--- config.mk ---
export PLATFORM = sky130hd
export DESIGN_NAME = mec_event_route
export DESIGN_NICKNAME = d
export VERILOG_FILES = /design/src/mec_pkg.sv /design/src/mec_cfg_decode.sv /design/src/mec_pin_route.sv /design/src/mec_event_route.sv
export SDC_FILE = /design/constraint.sdc
export NUM_CORES = 1
export LEC_CHECK = 0
export BUFFER_PORTS_ARGS = -buffer_cell sky130_fd_sc_hd__clkbuf_2
export CORE_ASPECT_RATIO = 1.25
export CORE_MARGIN = 4
export CORE_UTILIZATION = 45
export CTS_CLUSTER_DIAMETER = 30
export CTS_CLUSTER_SIZE = 20
export DETAILED_ROUTE_END_ITERATION = 10
export PLACE_DENSITY = 0.85
export REMOVE_ABC_BUFFERS = 1
export SLEW_MARGIN = 40
export SYNTH_ARGS = -nofsm -noshare
export SYNTH_HDL_FRONTEND = slang
export SYNTH_SLANG_ARGS = --single-unit
--- constraint.sdc ---
create_clock -name clock -period 1.7 [get_ports clock]
set_clock_uncertainty 0.15 [all_clocks]
set_input_delay 0.255 -clock clock [delete_from_list [all_inputs] [get_ports clock]]
set_output_delay 0.255 -clock clock [all_outputs]
set_load 0.01 [all_outputs]
--- src/mec_pkg.sv ---
// Purpose: shared constants and types for the motion event config and routing block
// Assumes: 32-bit APB data, one aligned word per register at four times its index
// Notes: event vectors travel as packed structs so both pins see one layout

package mec_pkg;

   // ****************************************************************
   // bus and register map
   // ****************************************************************
   localparam int MEC_ADDR_W = 12;
   localparam int MEC_IDX_W = 10;
   localparam logic [MEC_IDX_W-1:0] MEC_IDX_WAKE_THS = 10'h05b;
   localparam logic [MEC_IDX_W-1:0] MEC_IDX_DURATION = 10'h05c;
   localparam logic [MEC_IDX_W-1:0] MEC_IDX_FREE_FALL = 10'h05d;
   localparam logic [MEC_IDX_W-1:0] MEC_IDX_ROUTE_A = 10'h05e;
   localparam logic [MEC_IDX_W-1:0] MEC_IDX_ROUTE_B = 10'h05f;
   localparam logic [MEC_IDX_W-1:0] MEC_IDX_CONTROL = 10'h040;
   localparam logic [MEC_IDX_W-1:0] MEC_IDX_STATUS = 10'h041;
   localparam logic [MEC_IDX_W-1:0] MEC_IDX_MASK = 10'h042;
   localparam logic [MEC_IDX_W-1:0] MEC_IDX_PIN_LEVEL = 10'h043;
   localparam logic [7:0] MEC_CFG_RESET = 8'h00;
   localparam logic [1:0] MEC_WORD_ALIGN = 2'h0;

   // ****************************************************************
   // field positions
   // ****************************************************************
   localparam int MEC_POS_FALL_TOP = 7;
   localparam int MEC_POS_WAKE_PERS_HI = 6;
   localparam int MEC_POS_WAKE_PERS_LO = 5;
   localparam int MEC_POS_WAKE_WEIGHT = 4;
   localparam int MEC_POS_SLEEP_HI = 3;
   localparam int MEC_POS_FALL_LOW_HI = 7;
   localparam int MEC_POS_FALL_LOW_LO = 3;
   localparam int MEC_POS_FALL_THS_HI = 2;
   localparam int MEC_POS_WAKE_THS_HI = 5;
   localparam int MEC_POS_CTRL_BASIC_EN = 0;
   localparam int MEC_POS_CTRL_SLEEP_LVL = 1;
   localparam int MEC_POS_TIME_WRAP = 0;

   // ****************************************************************
   // decode constants
   // ****************************************************************
   localparam logic [12:0] MEC_SLEEP_ZERO_PERIODS = 13'h0010;
   localparam int MEC_SLEEP_STEP_SHIFT = 9;
   localparam int MEC_WAKE_COARSE_SHIFT = 2;
   localparam logic [3:0] MEC_SLEEP_ZERO_CODE = 4'h0;
   localparam logic [8:0] MEC_FALL_MG [8] = '{
      9'h09c, 9'h0db, 9'h0fa, 9'h138, 9'h158, 9'h196, 9'h1d5, 9'h1f4
   };

   // ****************************************************************
   // timing
   // ****************************************************************
   localparam int MEC_WRAP_WINDOW_US = 6400;
   localparam int MEC_NS_PER_US = 1000;

   // ****************************************************************
   // carriers
   // ****************************************************************
   typedef struct packed {
      logic activity_change;
      logic sleep_state;
      logic single_tap;
      logic double_tap;
      logic wakeup;
      logic fall;
      logic orientation;
      logic embedded;
      logic hub_done;
   } mec_motion_s;

   typedef struct packed {
      logic activity;
      logic single_tap;
      logic wakeup;
      logic fall;
      logic double_tap;
      logic orientation;
      logic embedded;
      logic hub_done;
      logic time_wrap;
   } mec_events_s;

   typedef struct packed {
      logic [5:0] fall_periods;
      logic [1:0] wake_periods;
      logic [12:0] sleep_periods;
      logic [7:0] wake_ths_fine;
      logic [8:0] fall_ths_mg;
   } mec_decoded_s;

endpackage : mec_pkg

--- src/mec_cfg_decode.sv ---
// Purpose: turns the duration and threshold fields into engine-ready values
// Assumes: fields come straight from the register flops on the same clock
// Notes: outputs are registered, so they follow a write by one clock

`timescale 1ns/10ps

module mec_cfg_decode
   import mec_pkg::*;
(
   // clock and reset
   input wire logic clock,
   input wire logic srst,
   // register fields
   input wire logic [7:0] duration_cfg,
   input wire logic [7:0] fall_cfg,
   input wire logic [7:0] wake_ths_cfg,
   // decoded values
   output mec_pkg::mec_decoded_s decoded
);
   import mec_pkg::*;

   logic [3:0] sleep_entry_delay;
   logic [5:0] wakeup_threshold_value;
   logic [2:0] fall_threshold_code;
   mec_decoded_s next_decoded;

   // ****************************************************************
   // field extraction and scaling
   // ****************************************************************
   assign sleep_entry_delay = duration_cfg[MEC_POS_SLEEP_HI:0];
   assign wakeup_threshold_value = wake_ths_cfg[MEC_POS_WAKE_THS_HI:0];
   assign fall_threshold_code = fall_cfg[MEC_POS_FALL_THS_HI:0];
   // top bit lives in one register, low five in the other
   assign next_decoded.fall_periods = {duration_cfg[MEC_POS_FALL_TOP],
                                       fall_cfg[MEC_POS_FALL_LOW_HI:MEC_POS_FALL_LOW_LO]};
   assign next_decoded.wake_periods =
      duration_cfg[MEC_POS_WAKE_PERS_HI:MEC_POS_WAKE_PERS_LO];
   // zero is a short special case, not zero periods
   assign next_decoded.sleep_periods = (sleep_entry_delay == MEC_SLEEP_ZERO_CODE) ?
      MEC_SLEEP_ZERO_PERIODS : (13'(sleep_entry_delay) << MEC_SLEEP_STEP_SHIFT);
   // common unit is full scale over 2^8; the coarse weight is four of those
   assign next_decoded.wake_ths_fine = duration_cfg[MEC_POS_WAKE_WEIGHT] ?
      8'(wakeup_threshold_value) :
      (8'(wakeup_threshold_value) << MEC_WAKE_COARSE_SHIFT);
   assign next_decoded.fall_ths_mg = MEC_FALL_MG[fall_threshold_code];

   // register the decoded set
   always_ff @(posedge clock) begin
      if (srst) begin
         decoded <= '0;
      end else begin
         decoded <= next_decoded;
      end
   end

endmodule : mec_cfg_decode

--- src/mec_pin_route.sv ---
// Purpose: one interrupt pin: routed events merged onto a registered level
// Assumes: basic events are already gated by the global enable
// Notes: instantiated once per pin; unrouted events never reach the pin

`timescale 1ns/10ps

module mec_pin_route
   import mec_pkg::*;
(
   // clock and reset
   input wire logic clock,
   input wire logic srst,
   // events and routing
   input mec_pkg::mec_events_s events,
   input mec_pkg::mec_events_s route,
   // pin
   output logic pin
);
   import mec_pkg::*;

   logic next_pin;

   // any routed event drives the pin
   assign next_pin = |(events & route);

   always_ff @(posedge clock) begin
      if (srst) begin
         pin <= 1'b0;
      end else begin
         pin <= next_pin;
      end
   end

endmodule : mec_pin_route

--- src/mec_event_route.sv ---
// Purpose: motion event settings and two-pin interrupt routing, APB slave
// Assumes: event inputs come from the detection engine on the same clock
// Notes: registers sit at byte address four times their index

`timescale 1ns/10ps

module mec_event_route
   import mec_pkg::*;
#(
   parameter int TS_W = 32,
   parameter int TS_LSB_NS = 25000
) (
   // clock and reset
   input wire logic clock,
   input wire logic srst,
   // apb slave
   input wire logic psel,
   input wire logic penable,
   input wire logic pwrite,
   input wire logic [mec_pkg::MEC_ADDR_W-1:0] paddr,
   input wire logic [31:0] pwdata,
   input wire logic [3:0] pstrb,
   output logic [31:0] prdata,
   output logic pready,
   output logic pslverr,
   // detection engine
   input mec_pkg::mec_motion_s motion,
   input wire logic [TS_W-1:0] timestamp,
   // decoded settings for the engine
   output mec_pkg::mec_decoded_s decoded,
   // pins and interrupt
   output logic first_interrupt_pin,
   output logic second_interrupt_pin,
   output logic irq
);
   import mec_pkg::*;

   // ****************************************************************
   // timing
   // ****************************************************************
   // a longest time, so the tick count rounds down; never below one tick
   localparam int WRAP_TICKS_RAW = (MEC_WRAP_WINDOW_US * MEC_NS_PER_US) / TS_LSB_NS;
   localparam int WRAP_TICKS = (WRAP_TICKS_RAW < 1) ? 1 : WRAP_TICKS_RAW;
   localparam logic [TS_W-1:0] WRAP_WINDOW = TS_W'(WRAP_TICKS);

   // ****************************************************************
   // registers
   // ****************************************************************
   logic [7:0] wakeup_threshold_config;
   logic [7:0] motion_duration_config;
   logic [7:0] free_fall_config;
   logic [7:0] first_pin_event_routing;
   logic [7:0] second_pin_event_routing;
   logic [1:0] basic_control;
   mec_events_s event_status;
   mec_events_s event_mask;

   // ****************************************************************
   // bus decode
   // ****************************************************************
   wire [MEC_IDX_W-1:0] word_idx = paddr[MEC_ADDR_W-1:2];
   wire aligned = (paddr[1:0] == MEC_WORD_ALIGN);
   wire setup_phase = psel & ~penable;
   wire access_phase = psel & penable;
   wire hit_wake_ths = aligned & (word_idx == MEC_IDX_WAKE_THS);
   wire hit_duration = aligned & (word_idx == MEC_IDX_DURATION);
   wire hit_free_fall = aligned & (word_idx == MEC_IDX_FREE_FALL);
   wire hit_route_a = aligned & (word_idx == MEC_IDX_ROUTE_A);
   wire hit_route_b = aligned & (word_idx == MEC_IDX_ROUTE_B);
   wire hit_control = aligned & (word_idx == MEC_IDX_CONTROL);
   wire hit_status = aligned & (word_idx == MEC_IDX_STATUS);
   wire hit_mask = aligned & (word_idx == MEC_IDX_MASK);
   wire hit_pin_level = aligned & (word_idx == MEC_IDX_PIN_LEVEL);
   wire mapped = hit_wake_ths | hit_duration | hit_free_fall | hit_route_a | hit_route_b |
                 hit_control | hit_status | hit_mask | hit_pin_level;
   // the low byte lane holds all data but bit 8 of status and mask, and only its strobe gates a write
   wire wr_en = access_phase & pwrite & mapped & pstrb[0];
   wire [7:0] wbyte = pwdata[7:0];

   // zero-wait slave; an unmapped or unaligned address answers with an error
   assign pready = access_phase;
   assign pslverr = access_phase & ~mapped;

   // ****************************************************************
   // read mux
   // ****************************************************************
   // read data is taken in the setup cycle so it stands in a flop during access
   wire [31:0] rd_word =
      hit_wake_ths ? 32'(wakeup_threshold_config) :
      hit_duration ? 32'(motion_duration_config) :
      hit_free_fall ? 32'(free_fall_config) :
      hit_route_a ? 32'(first_pin_event_routing) :
      hit_route_b ? 32'(second_pin_event_routing) :
      hit_control ? 32'(basic_control) :
      hit_status ? 32'(event_status) :
      hit_mask ? 32'(event_mask) :
      hit_pin_level ? 32'({second_interrupt_pin, first_interrupt_pin}) :
      32'h0000_0000;

   always_ff @(posedge clock) begin
      if (srst) begin
         prdata <= 32'h0000_0000;
      end else if (setup_phase & ~pwrite) begin
         prdata <= rd_word;
      end
   end

   // ****************************************************************
   // configuration registers
   // ****************************************************************
   // all fields reset to zero: routing off, shortest durations, lowest codes
   always_ff @(posedge clock) begin
      if (srst) begin
         wakeup_threshold_config <= MEC_CFG_RESET;
         motion_duration_config <= MEC_CFG_RESET;
         free_fall_config <= MEC_CFG_RESET;
      end else if (wr_en) begin
         if (hit_wake_ths) begin
            wakeup_threshold_config <= {2'h0, wbyte[MEC_POS_WAKE_THS_HI:0]};
         end
         if (hit_duration) begin
            motion_duration_config <= wbyte;
         end
         if (hit_free_fall) begin
            free_fall_config <= wbyte;
         end
      end
   end

   // routing and control
   always_ff @(posedge clock) begin
      if (srst) begin
         first_pin_event_routing <= MEC_CFG_RESET;
         second_pin_event_routing <= MEC_CFG_RESET;
         basic_control <= 2'h0;
      end else if (wr_en) begin
         if (hit_route_a) begin
            first_pin_event_routing <= wbyte;
         end
         if (hit_route_b) begin
            second_pin_event_routing <= wbyte;
         end
         if (hit_control) begin
            basic_control <= wbyte[MEC_POS_CTRL_SLEEP_LVL:0];
         end
      end
   end

   // ****************************************************************
   // event shaping
   // ****************************************************************
   wire basic_en = basic_control[MEC_POS_CTRL_BASIC_EN];
   wire sleep_as_level = basic_control[MEC_POS_CTRL_SLEEP_LVL];
   // remaining ticks to wrap is ~timestamp + 1, so within window means ~ts below it
   wire near_wrap = ((~timestamp) < WRAP_WINDOW);
   mec_events_s events;
   assign events.activity = basic_en &
      (sleep_as_level ? motion.sleep_state : motion.activity_change);
   assign events.single_tap = basic_en & motion.single_tap;
   assign events.wakeup = basic_en & motion.wakeup;
   assign events.fall = basic_en & motion.fall;
   assign events.double_tap = basic_en & motion.double_tap;
   assign events.orientation = basic_en & motion.orientation;
   // embedded, hub and timestamp events are not basic, so the enable does not gate them
   assign events.embedded = motion.embedded;
   assign events.hub_done = motion.hub_done;
   assign events.time_wrap = near_wrap;

   // ****************************************************************
   // routing masks
   // ****************************************************************
   // first pin: hub done in bit 0, no timestamp alert on this pin
   mec_events_s route_a;
   assign route_a = {first_pin_event_routing, 1'b0};
   // second pin: same upper layout, bit 0 is the wrap alert, no hub route
   mec_events_s route_b;
   assign route_b = {second_pin_event_routing[7:1], 1'b0,
                     second_pin_event_routing[MEC_POS_TIME_WRAP]};

   mec_pin_route u_pin_a (
      .clock(clock),
      .srst(srst),
      .events(events),
      .route(route_a),
      .pin(first_interrupt_pin)
   );

   mec_pin_route u_pin_b (
      .clock(clock),
      .srst(srst),
      .events(events),
      .route(route_b),
      .pin(second_interrupt_pin)
   );

   // ****************************************************************
   // sticky status, mask and interrupt
   // ****************************************************************
   wire clr_status = wr_en & hit_status;
   // clear mask keeps the status layout: bit 8 from the second lane, the rest from the first
   wire [8:0] clr_bits = clr_status ? {pwdata[8], wbyte} : 9'h000;
   mec_events_s next_status;
   // set beats clear so an event in the clearing cycle survives
   assign next_status = (event_status & ~clr_bits) | events;

   always_ff @(posedge clock) begin
      if (srst) begin
         event_status <= '0;
      end else begin
         event_status <= next_status;
      end
   end

   // status and mask are nine bits: the low byte lane plus bit 8 of the second lane
   wire [8:0] mask_wdata = {pwdata[8], wbyte};

   always_ff @(posedge clock) begin
      if (srst) begin
         event_mask <= '0;
      end else if (wr_en & hit_mask) begin
         event_mask <= mask_wdata;
      end
   end

   // level output, high while any unmasked sticky bit is set
   always_ff @(posedge clock) begin
      if (srst) begin
         irq <= 1'b0;
      end else begin
         irq <= |(next_status & event_mask);
      end
   end

   // ****************************************************************
   // decoded settings
   // ****************************************************************
   mec_cfg_decode u_decode (
      .clock(clock),
      .srst(srst),
      .duration_cfg(motion_duration_config),
      .fall_cfg(free_fall_config),
      .wake_ths_cfg(wakeup_threshold_config),
      .decoded(decoded)
   );

endmodule : mec_event_route

======== Word level (Yosys, flattened, before mapping) ========
Memories as Yosys holds them, arrays and structs flattened. A register that Yosys moved wholly into a read port is not among the register bits.
Cells that the tools add are included.
word-level totals
  memories kept ........................... 1
  logic and storage cells ................. 117
  output and inout port bits .............. 75
  bits in registers ....................... 122
  bits in read-only memories .............. 72
  input port bits ......................... 94
memory list
  name             words  bits a word  rd ports  clocked after memory_dff  wr ports  RTL line              source
  (no name shown)  8      9            1         1                         0         mec_cfg_decode.sv:45  assign next_decoded.fall_ths_mg = MEC_FALL_MG[fall_threshold_code];
operators by class
  bitwise gates (word level) .............. 44
  reductions and logical operators ........ 14
  mux-type cells .......................... 13
  equality and inequality tests ........... 9
  $lt $le $gt $ge ......................... 1
operator list
  cell                                                          count
  equality test 10 x 7 -> 1 bit (second input constant)         9
  two-way mux 9 bit                                             9
  bitwise AND 9 bit                                             4
  less-than comparator 32 x 9 -> 1 bit (second input constant)  1
  NOT 32 bit                                                    1
  OR reduction 9 bit                                            3
  bitwise AND 1 bit                                             24
  AND reduction 2 bit                                           6
  NOT 9 bit                                                     1
  OR 9 bit                                                      1
  OR 1 bit                                                      8
  two-way mux 6 bit                                             1
  OR reduction 2 bit                                            3
  two-way mux 5 bit                                             1
  logical NOT 4 bit                                             1
  NOT 1 bit                                                     4
  NOT 3 -> 4 bit                                                1
  logical NOT 2 bit                                             1
  two-way mux 2 bit                                             1
  two-way mux 1 bit                                             1

======== Longest topological paths before layout ========
Gate-level depths: netlist (run 1).
  word-level depth ........................ 19
  gate-level depth with buffers ........... 9

======== Modules after synthesis ========
Synthesis (run 1) repeated with hierarchy kept, for this count alone.
unflattened totals
  cells, all modules ...................... 539
  area total of the unflattened synthesis .. 4674.5 sq um
modules (own cells, without submodules)
  module           seq. area each (sq um)  area an instance (sq um)  cells each  instances
  mec_event_route  1361.3                  3472.1                    429         1
  mec_cfg_decode   600.6                   1067.3                    98          1
  mec_pin_route    20.0                    67.6                      6           2

======== Worst setup path before layout (run 1) ========
Ideal clock, no wire load.
  path type ............................... in2reg
  start ................................... input paddr[9] (netlist name)
  end ..................................... register motion_duration_config[4]
  arrival time ............................ 1617 ps
  buffers on the path ..................... 1
  stages on the path ...................... 6
  path slack .............................. -194 ps
  setup time .............................. 128 ps
  path through ............................ nor4b_4 nand3_2 buf_6 nor4_4 mux2i_1 nor2_1
on the way
  longest elaborated chain between the ends .. 13
  elaborated cells between the ends (all ways) .. 29
ends and longest elaborated chain
  what                                                     RTL line                                      source
  start: declaration                                       mec_event_route.sv:20                         input wire logic [mec_pkg::MEC_ADDR_W-1:0] paddr,
  equality test 10 x 7 -> 1 bit, on equally long branches  mec_event_route.sv:65, mec_event_route.sv:66
  bitwise AND 1 bit, on equally long branches              mec_event_route.sv:65, mec_event_route.sv:66
  OR 1 bit (5 in a row)                                    mec_event_route.sv:74                         wire mapped = hit_wake_ths | hit_duration | hit_free_fall | hit_route_a | hit_route_b |
  OR 1 bit (3 in a row)                                    mec_event_route.sv:75                         hit_control | hit_status | hit_mask | hit_pin_level;
  bitwise AND 1 bit (2 in a row)                           mec_event_route.sv:77                         wire wr_en = access_phase & pwrite & mapped & pstrb[0];
  AND reduction 2 bit (no source line) *                   n/a
  end signal: assignment                                   mec_event_route.sv:122                        motion_duration_config <= wbyte;
  end: declaration                                         mec_event_route.sv:50                         logic [7:0] motion_duration_config;
Every way passes the cells marked *; elsewhere a longest branch is shown, timed or not.
A chain may end at the register's enable or synchronous reset.

======== Worst setup path after layout (run 1) ========
  start ................................... input paddr[9] (netlist name)
  end ..................................... register prdata[1]
on the way
  longest elaborated chain between the ends .. 11
  elaborated cells between the ends (all ways) .. 27
ends and longest elaborated chain
  what                           RTL line                source
  equality test 10 x 7 -> 1 bit  mec_event_route.sv:73   wire hit_pin_level = aligned & (word_idx == MEC_IDX_PIN_LEVEL);
  bitwise AND 1 bit              mec_event_route.sv:73
  two-way mux 2 bit              mec_event_route.sv:97   hit_pin_level ? 32'({second_interrupt_pin, first_interrupt_pin}) :
  two-way mux 9 bit              mec_event_route.sv:96   hit_mask ? 32'(event_mask) :
  two-way mux 9 bit              mec_event_route.sv:95   hit_status ? 32'(event_status) :
  two-way mux 9 bit              mec_event_route.sv:94   hit_control ? 32'(basic_control) :
  two-way mux 9 bit              mec_event_route.sv:93   hit_route_b ? 32'(second_pin_event_routing) :
  two-way mux 9 bit              mec_event_route.sv:92   hit_route_a ? 32'(first_pin_event_routing) :
  two-way mux 9 bit              mec_event_route.sv:91   hit_free_fall ? 32'(free_fall_config) :
  two-way mux 9 bit              mec_event_route.sv:90   hit_duration ? 32'(motion_duration_config) :
  two-way mux 9 bit *            mec_event_route.sv:89   hit_wake_ths ? 32'(wakeup_threshold_config) :
  end signal: assignment         mec_event_route.sv:104  prdata <= rd_word;
  end: declaration               mec_event_route.sv:23   output logic [31:0] prdata,
Marks and branches as above.

==> impl_metrics.env, run 1 <==
export IMPL_status="complete, but fails checks"
export IMPL_violations="negative setup slack"
export IMPL_place_hpwl_mm=10.3
export IMPL_synth_common_cells="dfxtp_1 (100), nor2_1 (62), mux2i_1 (43), nand2_1 (43), a21oi_1 (40)"
export IMPL_antenna_left=0
export IMPL_synth_cell_type_count=50
export IMPL_setup_ws_ns=-0.0185
export IMPL_dp_cells=795
export IMPL_avgViaCountPerCell=5.53
export IMPL_muxShareOfSynthArea_pct=11.3
export IMPL_hold_viol_final=0
export IMPL_gp_congestion=0.934
export IMPL_gr_usage_met1_pct=26.3
export IMPL_grt_busiest_layer="met2"
export IMPL_seq_area_frac_synth_pct=42.4
export IMPL_synth_edff_count=0
export IMPL_num_antenna_cells=0
export IMPL_grt_first_pass_wirelength_mm=21.3
export IMPL_clkPwrFrac_pct=46.7
export IMPL_worstPathArrival_ns=1.85
export IMPL_pwr_density_cell_nw_per_um2=853
export IMPL_num_rows=41
export IMPL_startpoint="paddr[9]"
export IMPL_clk_pin_slew_ns=0.07
export IMPL_wirelength_mm=13.8
export IMPL_yosys_area_share_simple_pct=21.8
export IMPL_layout_cells_non_filler=813
export IMPL_areaGrowthSynthToFinish_pct=28.9
export IMPL_io_pins=169
export IMPL_post_dp_cell_area_um2=5650
export IMPL_htreeDepth=3
export IMPL_max_stage_delay_ns=0.30
export IMPL_grt_max_degree=33
export IMPL_ff2ff_setup_slack_ns=0.02
export IMPL_synth_most_common_cell="dfxtp_1"
export IMPL_clockRootBuffer="clkbuf_16"
export IMPL_synth_avg_cell_area_um2=8.82
export IMPL_synthFlopType="dfxtp_1"
export IMPL_r2r_start="basic_control[0]"
export IMPL_antenna_found_initial=0
export IMPL_initial_utilization_pct=46.5
export IMPL_worstPathCellList="clkbuf_2, nor4b_4, buf_6, nand3_1, nor2b_2, o32ai_2, a211o_1, a21oi_1"
export IMPL_synthesis_area_um2=4720
export IMPL_cts_sinks=100
export IMPL_synthArstFlopShare_pct=0
export IMPL_cp_num_cells=8
export IMPL_grt_util_met3_pct=4.32
export IMPL_max_clock_path_buffers=2
export IMPL_critPathTopFamily="simple AND/OR/NAND/NOR gates"
export IMPL_max_cap_violations=0
export IMPL_first_pass_iters=5
export IMPL_die_h_um=123
export IMPL_nNetsFinal=780
export IMPL_crit_end="prdata[1]"
export IMPL_final_area_um2=6080
export IMPL_min_delay_start="pwdata[8]"
export IMPL_critPathKind="primary input to register"
export IMPL_yosys_area_top_type_share_pct=42.4
export IMPL_min_period_ns=1.72
export IMPL_hp_class="primary input to register"
export IMPL_cts_buffers=9
export IMPL_synth_area_top_cells="dfxtp_1 (42%), mux2i_1 (9.1%), buf_4 (5.1%)"
export IMPL_vias=4492
export IMPL_reg2reg_to="irq"
export IMPL_synth_compound_area_share_pct=13.6
export IMPL_ys_ff_latch=100
export IMPL_path_max_fanout=6
export IMPL_fin_crit_sh_pct=101
export IMPL_tns_ns=-0.0263
export IMPL_rsz0062_at_grt="true"
export IMPL_ff2ff_path_depth=7
export IMPL_fmaxAchievable_ghz=0.582
export IMPL_die_w_um=99.6
export IMPL_layout_drive_gt1_share_pct=30.7
export IMPL_p_int_mw=3.98
export IMPL_clock_latency_ns=0.35
export IMPL_synth_top_family_by_area="simple AND/OR/NAND/NOR gates"
export IMPL_synth_top_area_cell="dfxtp_1"
export IMPL_ys_warn_count=0
export IMPL_p_sw_share_pct=23.3
export IMPL_leakage_nw=2.76
export IMPL_wire_per_inst_um=16.9
export IMPL_setup_violations=2
export IMPL_coreArea_um2=10200
export IMPL_syn_inst=535
export IMPL_postCtsHoldBufs=0
export IMPL_synthAdderAreaFrac_pct=1.86
export IMPL_grt_pass1_vias=4387
export IMPL_crit_path_start_kind="primary input"
export IMPL_grt_util_all_layers_pct=22.1
export IMPL_die_area_um2=12200
export IMPL_fillers=859
export IMPL_final_max_slew_violation_count=0
export IMPL_switchingPower_mw=1.21
export IMPL_seq_power_share_pct=45.6
export IMPL_cts_tree="built"
export IMPL_port_buffers=103
export IMPL_combinationalPowerShare_pct=7.8
export IMPL_use_met2_pct=36.8
export IMPL_drtIter0Drc=289
export IMPL_peakVddDrop_mv=0.413
export IMPL_crit_path_top_delay_cell="a211o_1"
export IMPL_crit_path_end_kind="register"
export IMPL_required_ns=1.83
export IMPL_drc=0
export IMPL_grt_overflow=0
export IMPL_yosys_area_share_xor_xnor_pct=0
export IMPL_crit_buf_inv=2
export IMPL_fin_hold_ws_ns=0.0317
-- through the flow --
step | worst slack [ns] | power [mW] | util (%)
2_1_floorplan | -0.422 | 2.53 | -
3_3_place_gp | -0.317 | 2.80 | 55.6
3_5_place_dp | -0.361 | 2.81 | 55.6
4_1_cts | 0.00494 | 5.20 | 59.2
5_1_grt | -0.125 | 5.35 | 59.9
6_report | -0.0185 | 5.19 | 59.9
-- cells in the final DEF (no fill, tap or decap), drive strengths merged, types with 2 or more instances in the layout --
cell,Yosys,layout
a31oi,9,9
or2,3,3
mux2i,43,43
o21ai,16,16
nor2,63,63
a211o,2,2
nor3,12,12
nor4,6,6
nand2b,6,6
mux4,3,3
a22o,2,2
a22oi,10,10
mux2,3,3
and2,6,6
o22ai,3,3
bufinv,0,3
inv,12,14
conb,1,31
ha,7,7
nand4,7,7
nand2,44,44
a222oi,4,4
nand3,21,21
nor2b,21,21
dfxtp,100,100
o32ai,2,2
a21oi,40,40
or3,2,2
a211oi,3,3
nor3b,2,2
and3,6,6
buf,40,65
a221oi,4,4
clkbuf,24,111
-- cell type report --
type                    count  area (um2)  area share [%]
clock inverters             7         134            2.20
well taps                 129         161            2.65
flip-flops and latches    100        2000            32.9
clock buffers               9         225            3.70
multi-input cells         389        2450            40.3
repair buffers            167        1060            17.4
inverters                  12        45.0           0.741
-- worst reg2reg max path: cells and delay by family (launching register included) --
kind,cells,cell delay (ns)
AND/OR/NAND/NOR,2,0.43
buffers and inverters,2,0.21
flip-flops,1,0.34
AO/OA/AOI/OAI,3,0.43
-- registers in the layout (all words and copies together), names as in the netlist --
register                  cells
second_pin_event_routing      8
basic_control                 2
motion_duration_config        8
event_status                  9
irq                           1
event_mask                    9
u_decode.decoded             30
prdata                        9
first_pin_event_routing       8
u_pin_a.pin                   1
free_fall_config              8
u_pin_b.pin                   1
wakeup_threshold_config       6
-- power groups by stage --
stage	Clock, mW	Combinational, mW	Sequential [mW]
after CTS	2.44	0.392	2.36
after global placement	0	0.383	2.42
final	2.42	0.403	2.36
after floorplan	0	0.107	2.42
after global routing	2.55	0.431	2.37
after detailed placement	0	0.388	2.42
-- per-layer routing --
metal / share of wire, % / wire, um / vias to the layer above
li1: - / - / 2107
met1: 39 / 5400 / 2059
met2: 48 / 6610 / 264
met3: 7.5 / 1030 / 62
met4: 5.2 / 716 / 0
met5: 0 / 0 / -
-- how the worst min path moves through the flow --
stage / end / cells past startpoint
floorplan: event_status[3] / 1
global placement: u_decode.decoded[21] / 1
detailed placement: u_decode.decoded[21] / 1
CTS: event_mask[8] / 3
global route: event_mask[8] / 3
finish: event_mask[8] / 3
-- cells by family (layout without fill, tap and decap cells) --
logic type,count (synthesis),in the layout
and+or+nand+nor,202,202
AOI/OAI and AO/OA,100,100
DFF,100,100
buffers and inverters,76,195
muxes,49,49
adders and majority gates,7,7
other,1,31
-- what timing repair did --
action	CTS	global route
endpoints found under the setup margin	4	43
pin swaps	1	2
buffers inserted	0	3
gates resized for setup	6	12
Power figures use the tool's default switching activity.
==> inputs of run 2 (changes only) <==
CELL_PAD_IN_SITES_DETAIL_PLACEMENT = 1   (was default)
CELL_PAD_IN_SITES_GLOBAL_PLACEMENT = 1   (was default)
CORE_UTILIZATION = 33   (was 45)
GPL_ROUTABILITY_DRIVEN = 0   (was default)
PLACE_DENSITY = 0.86   (was 0.85)
==> impl_metrics.env, run 2 (same netlist as run 1, synthesis figures left out) <==
export IMPL_min_delay_start="motion[0]"
export IMPL_postCtsHoldBufs=0
export IMPL_cts_buffers=9
export IMPL_clkPwrFrac_pct=43.3
export IMPL_final_area_um2=6330
export IMPL_die_area_um2=16300
export IMPL_peakVddDrop_mv=0.407
export IMPL_r2r_start="basic_control[1]"
export IMPL_max_stage_delay_ns=0.32
export IMPL_violations="negative setup slack"
export IMPL_num_rows=48
export IMPL_p_sw_share_pct=25.8
export IMPL_max_clock_path_buffers=2
export IMPL_die_h_um=142
export IMPL_clockRootBuffer="clkbuf_16"
export IMPL_worstPathCellList="buf_6, nor4b_4, buf_6, nand3_2, nor2b_2, o32ai_1, a211o_1, a21oi_1"
export IMPL_crit_path_top_delay_cell="a211o_1"
export IMPL_wirelength_mm=17.5
export IMPL_areaGrowthSynthToFinish_pct=34.1
export IMPL_num_antenna_cells=0
export IMPL_io_pins=169
export IMPL_switchingPower_mw=1.28
export IMPL_nNetsFinal=789
export IMPL_grt_overflow=0
export IMPL_fmaxAchievable_ghz=0.565
export IMPL_place_ws_ns=-0.498
export IMPL_grt_util_all_layers_pct=20.1
export IMPL_fillers=1662
export IMPL_layout_drive_gt1_share_pct=35.4
export IMPL_hold_viol_final=0
export IMPL_postLayoutCoreUtil_pct=45.4
export IMPL_vias=4726
export IMPL_tns_ns=-0.0883
export IMPL_grt_first_pass_wirelength_mm=25.6
export IMPL_worstHoldPathCells=3
export IMPL_clock_latency_ns=0.36
export IMPL_avgViaCountPerCell=5.44
export IMPL_ff2ff_setup_slack_ns=-0.02
export IMPL_first_pass_iters=5
export IMPL_htreeDepth=3
export IMPL_die_w_um=115
export IMPL_grt_max_degree=36
export IMPL_antenna_found_initial=0
export IMPL_drtIter0Drc=388
export IMPL_setup_violations=2
export IMPL_combinationalPowerShare_pct=9.2
export IMPL_critPathKind="primary input to register"
export IMPL_startpoint="paddr[9]"
export IMPL_coreArea_um2=13900
export IMPL_path_max_fanout=6
export IMPL_clk_pin_slew_ns=0.07
export IMPL_crit_path_start_kind="primary input"
export IMPL_hp_class="primary input to register"
export IMPL_max_cap_violations=0
export IMPL_fin_crit_sh_pct=104
export IMPL_rsz0062_at_grt="true"
export IMPL_setup_ws_ns=-0.0714
export IMPL_layout_common_cells="dfxtp_1 (99), clkbuf_2 (99), nor2_1 (62)"
export IMPL_leakage_nw=2.81
export IMPL_drc=0
export IMPL_status="complete, but fails checks"
export IMPL_required_ns=1.83
export IMPL_holdPathEnd="event_status[1]"
export IMPL_seq_power_share_pct=47.4
export IMPL_initial_utilization_pct=33.9
export IMPL_min_period_ns=1.77
export IMPL_reg2reg_to="prdata[1]"
export IMPL_cts_tree="built"
export IMPL_place_hpwl_mm=12.4
export IMPL_crit_path_end_kind="register"
export IMPL_antenna_left=0
export IMPL_worstPathArrival_ns=1.90
export IMPL_ff2ff_path_depth=5
export IMPL_grt_pass1_vias=4958
export IMPL_final_max_slew_violation_count=0
export IMPL_largest_register="u_decode.decoded"
export IMPL_largest_register_ffs=30
export IMPL_p_int_mw=3.70
export IMPL_cts_sinks=100
export IMPL_post_dp_cell_area_um2=5720
export IMPL_pwr_density_cell_nw_per_um2=787
export IMPL_port_buffers=103
export IMPL_cp_common_cell="buf_6"
export IMPL_wire_per_inst_um=20.1
==> run 2: changes by cell type in the layout (fill, tap and decap cells not counted), moves of 3 or more <==
| cell | before | now |
|---|---|---|
| nand3_1 | 19 | 16 |
| clkbuf_2 | 102 | 99 |
| a21oi_1 | 39 | 35 |
| buf_6 | 2 | 10 |
| buf_4 | 57 | 61 |
| nor2b_1 | 19 | 16 |
| a21oi_2 | 1 | 5 |
| nand3_2 | 1 | 5 |
| nor3_1 | 11 | 8 |
==> run 2: layout make-up <==
cell class                 instances  area, um2  share of cell area [%]
tap                              175        219                    3.46
clock buffer                       9        225                    3.56
sequential                       100       2000                    31.7
inverter                          12       45.0                   0.712
multi-input combinational        389       2600                    41.1
clock inverter                     7       83.8                    1.32
timing repair buffer             176       1150                    18.2
==> run 2: worst max path at each step <==
stage                 to  slack (ns)  cells past startpoint
2_1_floorplan        irq       -0.42                      6
3_5_place_dp   prdata[7]       -0.50                      7
6_report       prdata[1]       -0.07                      8
3_3_place_gp   prdata[7]       -0.50                      7
4_1_cts        prdata[7]       -0.03                      7
5_1_grt        prdata[1]       -0.09                      8
==> run 2: timing repair <==
| item | in CTS | in global routing |
|---|---|---|
| pin swaps | 4 | 14 |
| setup endpoints to repair | 16 | 31 |
| gates resized for setup | 21 | 41 |
| buffers inserted | 1 | 9 |
==> run 2: stage by stage <==
stage	cells	hold WS [ns]	total power, mW
finish	868	0.0440	4.98
global placement	844	0.304	2.80
detailed placement	844	0.319	2.82
global route	868	0.0900	5.15
floorplan	501	0.174	2.53
CTS	861	0.0388	4.96
==> run 2: power groups by stage <==
stage          sequential (mW)  combinational, mW  clock (mW)
5_1_grt                   2.37              0.487        2.29
3_5_place_dp              2.42              0.402           0
3_3_place_gp              2.42              0.387           0
2_1_floorplan             2.42              0.107           0
6_report                  2.36              0.460        2.16
4_1_cts                   2.36              0.422        2.17
==> run 2: layer usage <==
layer | wire length (um) | share of wire, % | global-route usage, %
met2 | 8910 | 51 | 34.7
met3 | 1360 | 7.8 | 4.86
met4 | 734 | 4.2 | 9.64
met1 | 6470 | 37 | 23.0
met5 | 0 | 0 | 0
==> run 2: critical path: cells and delay by family <==
family | cells | cell delay [ns]
buf+inv | 2 | 0.29
compound gates | 3 | 0.62
simple gates | 3 | 0.74
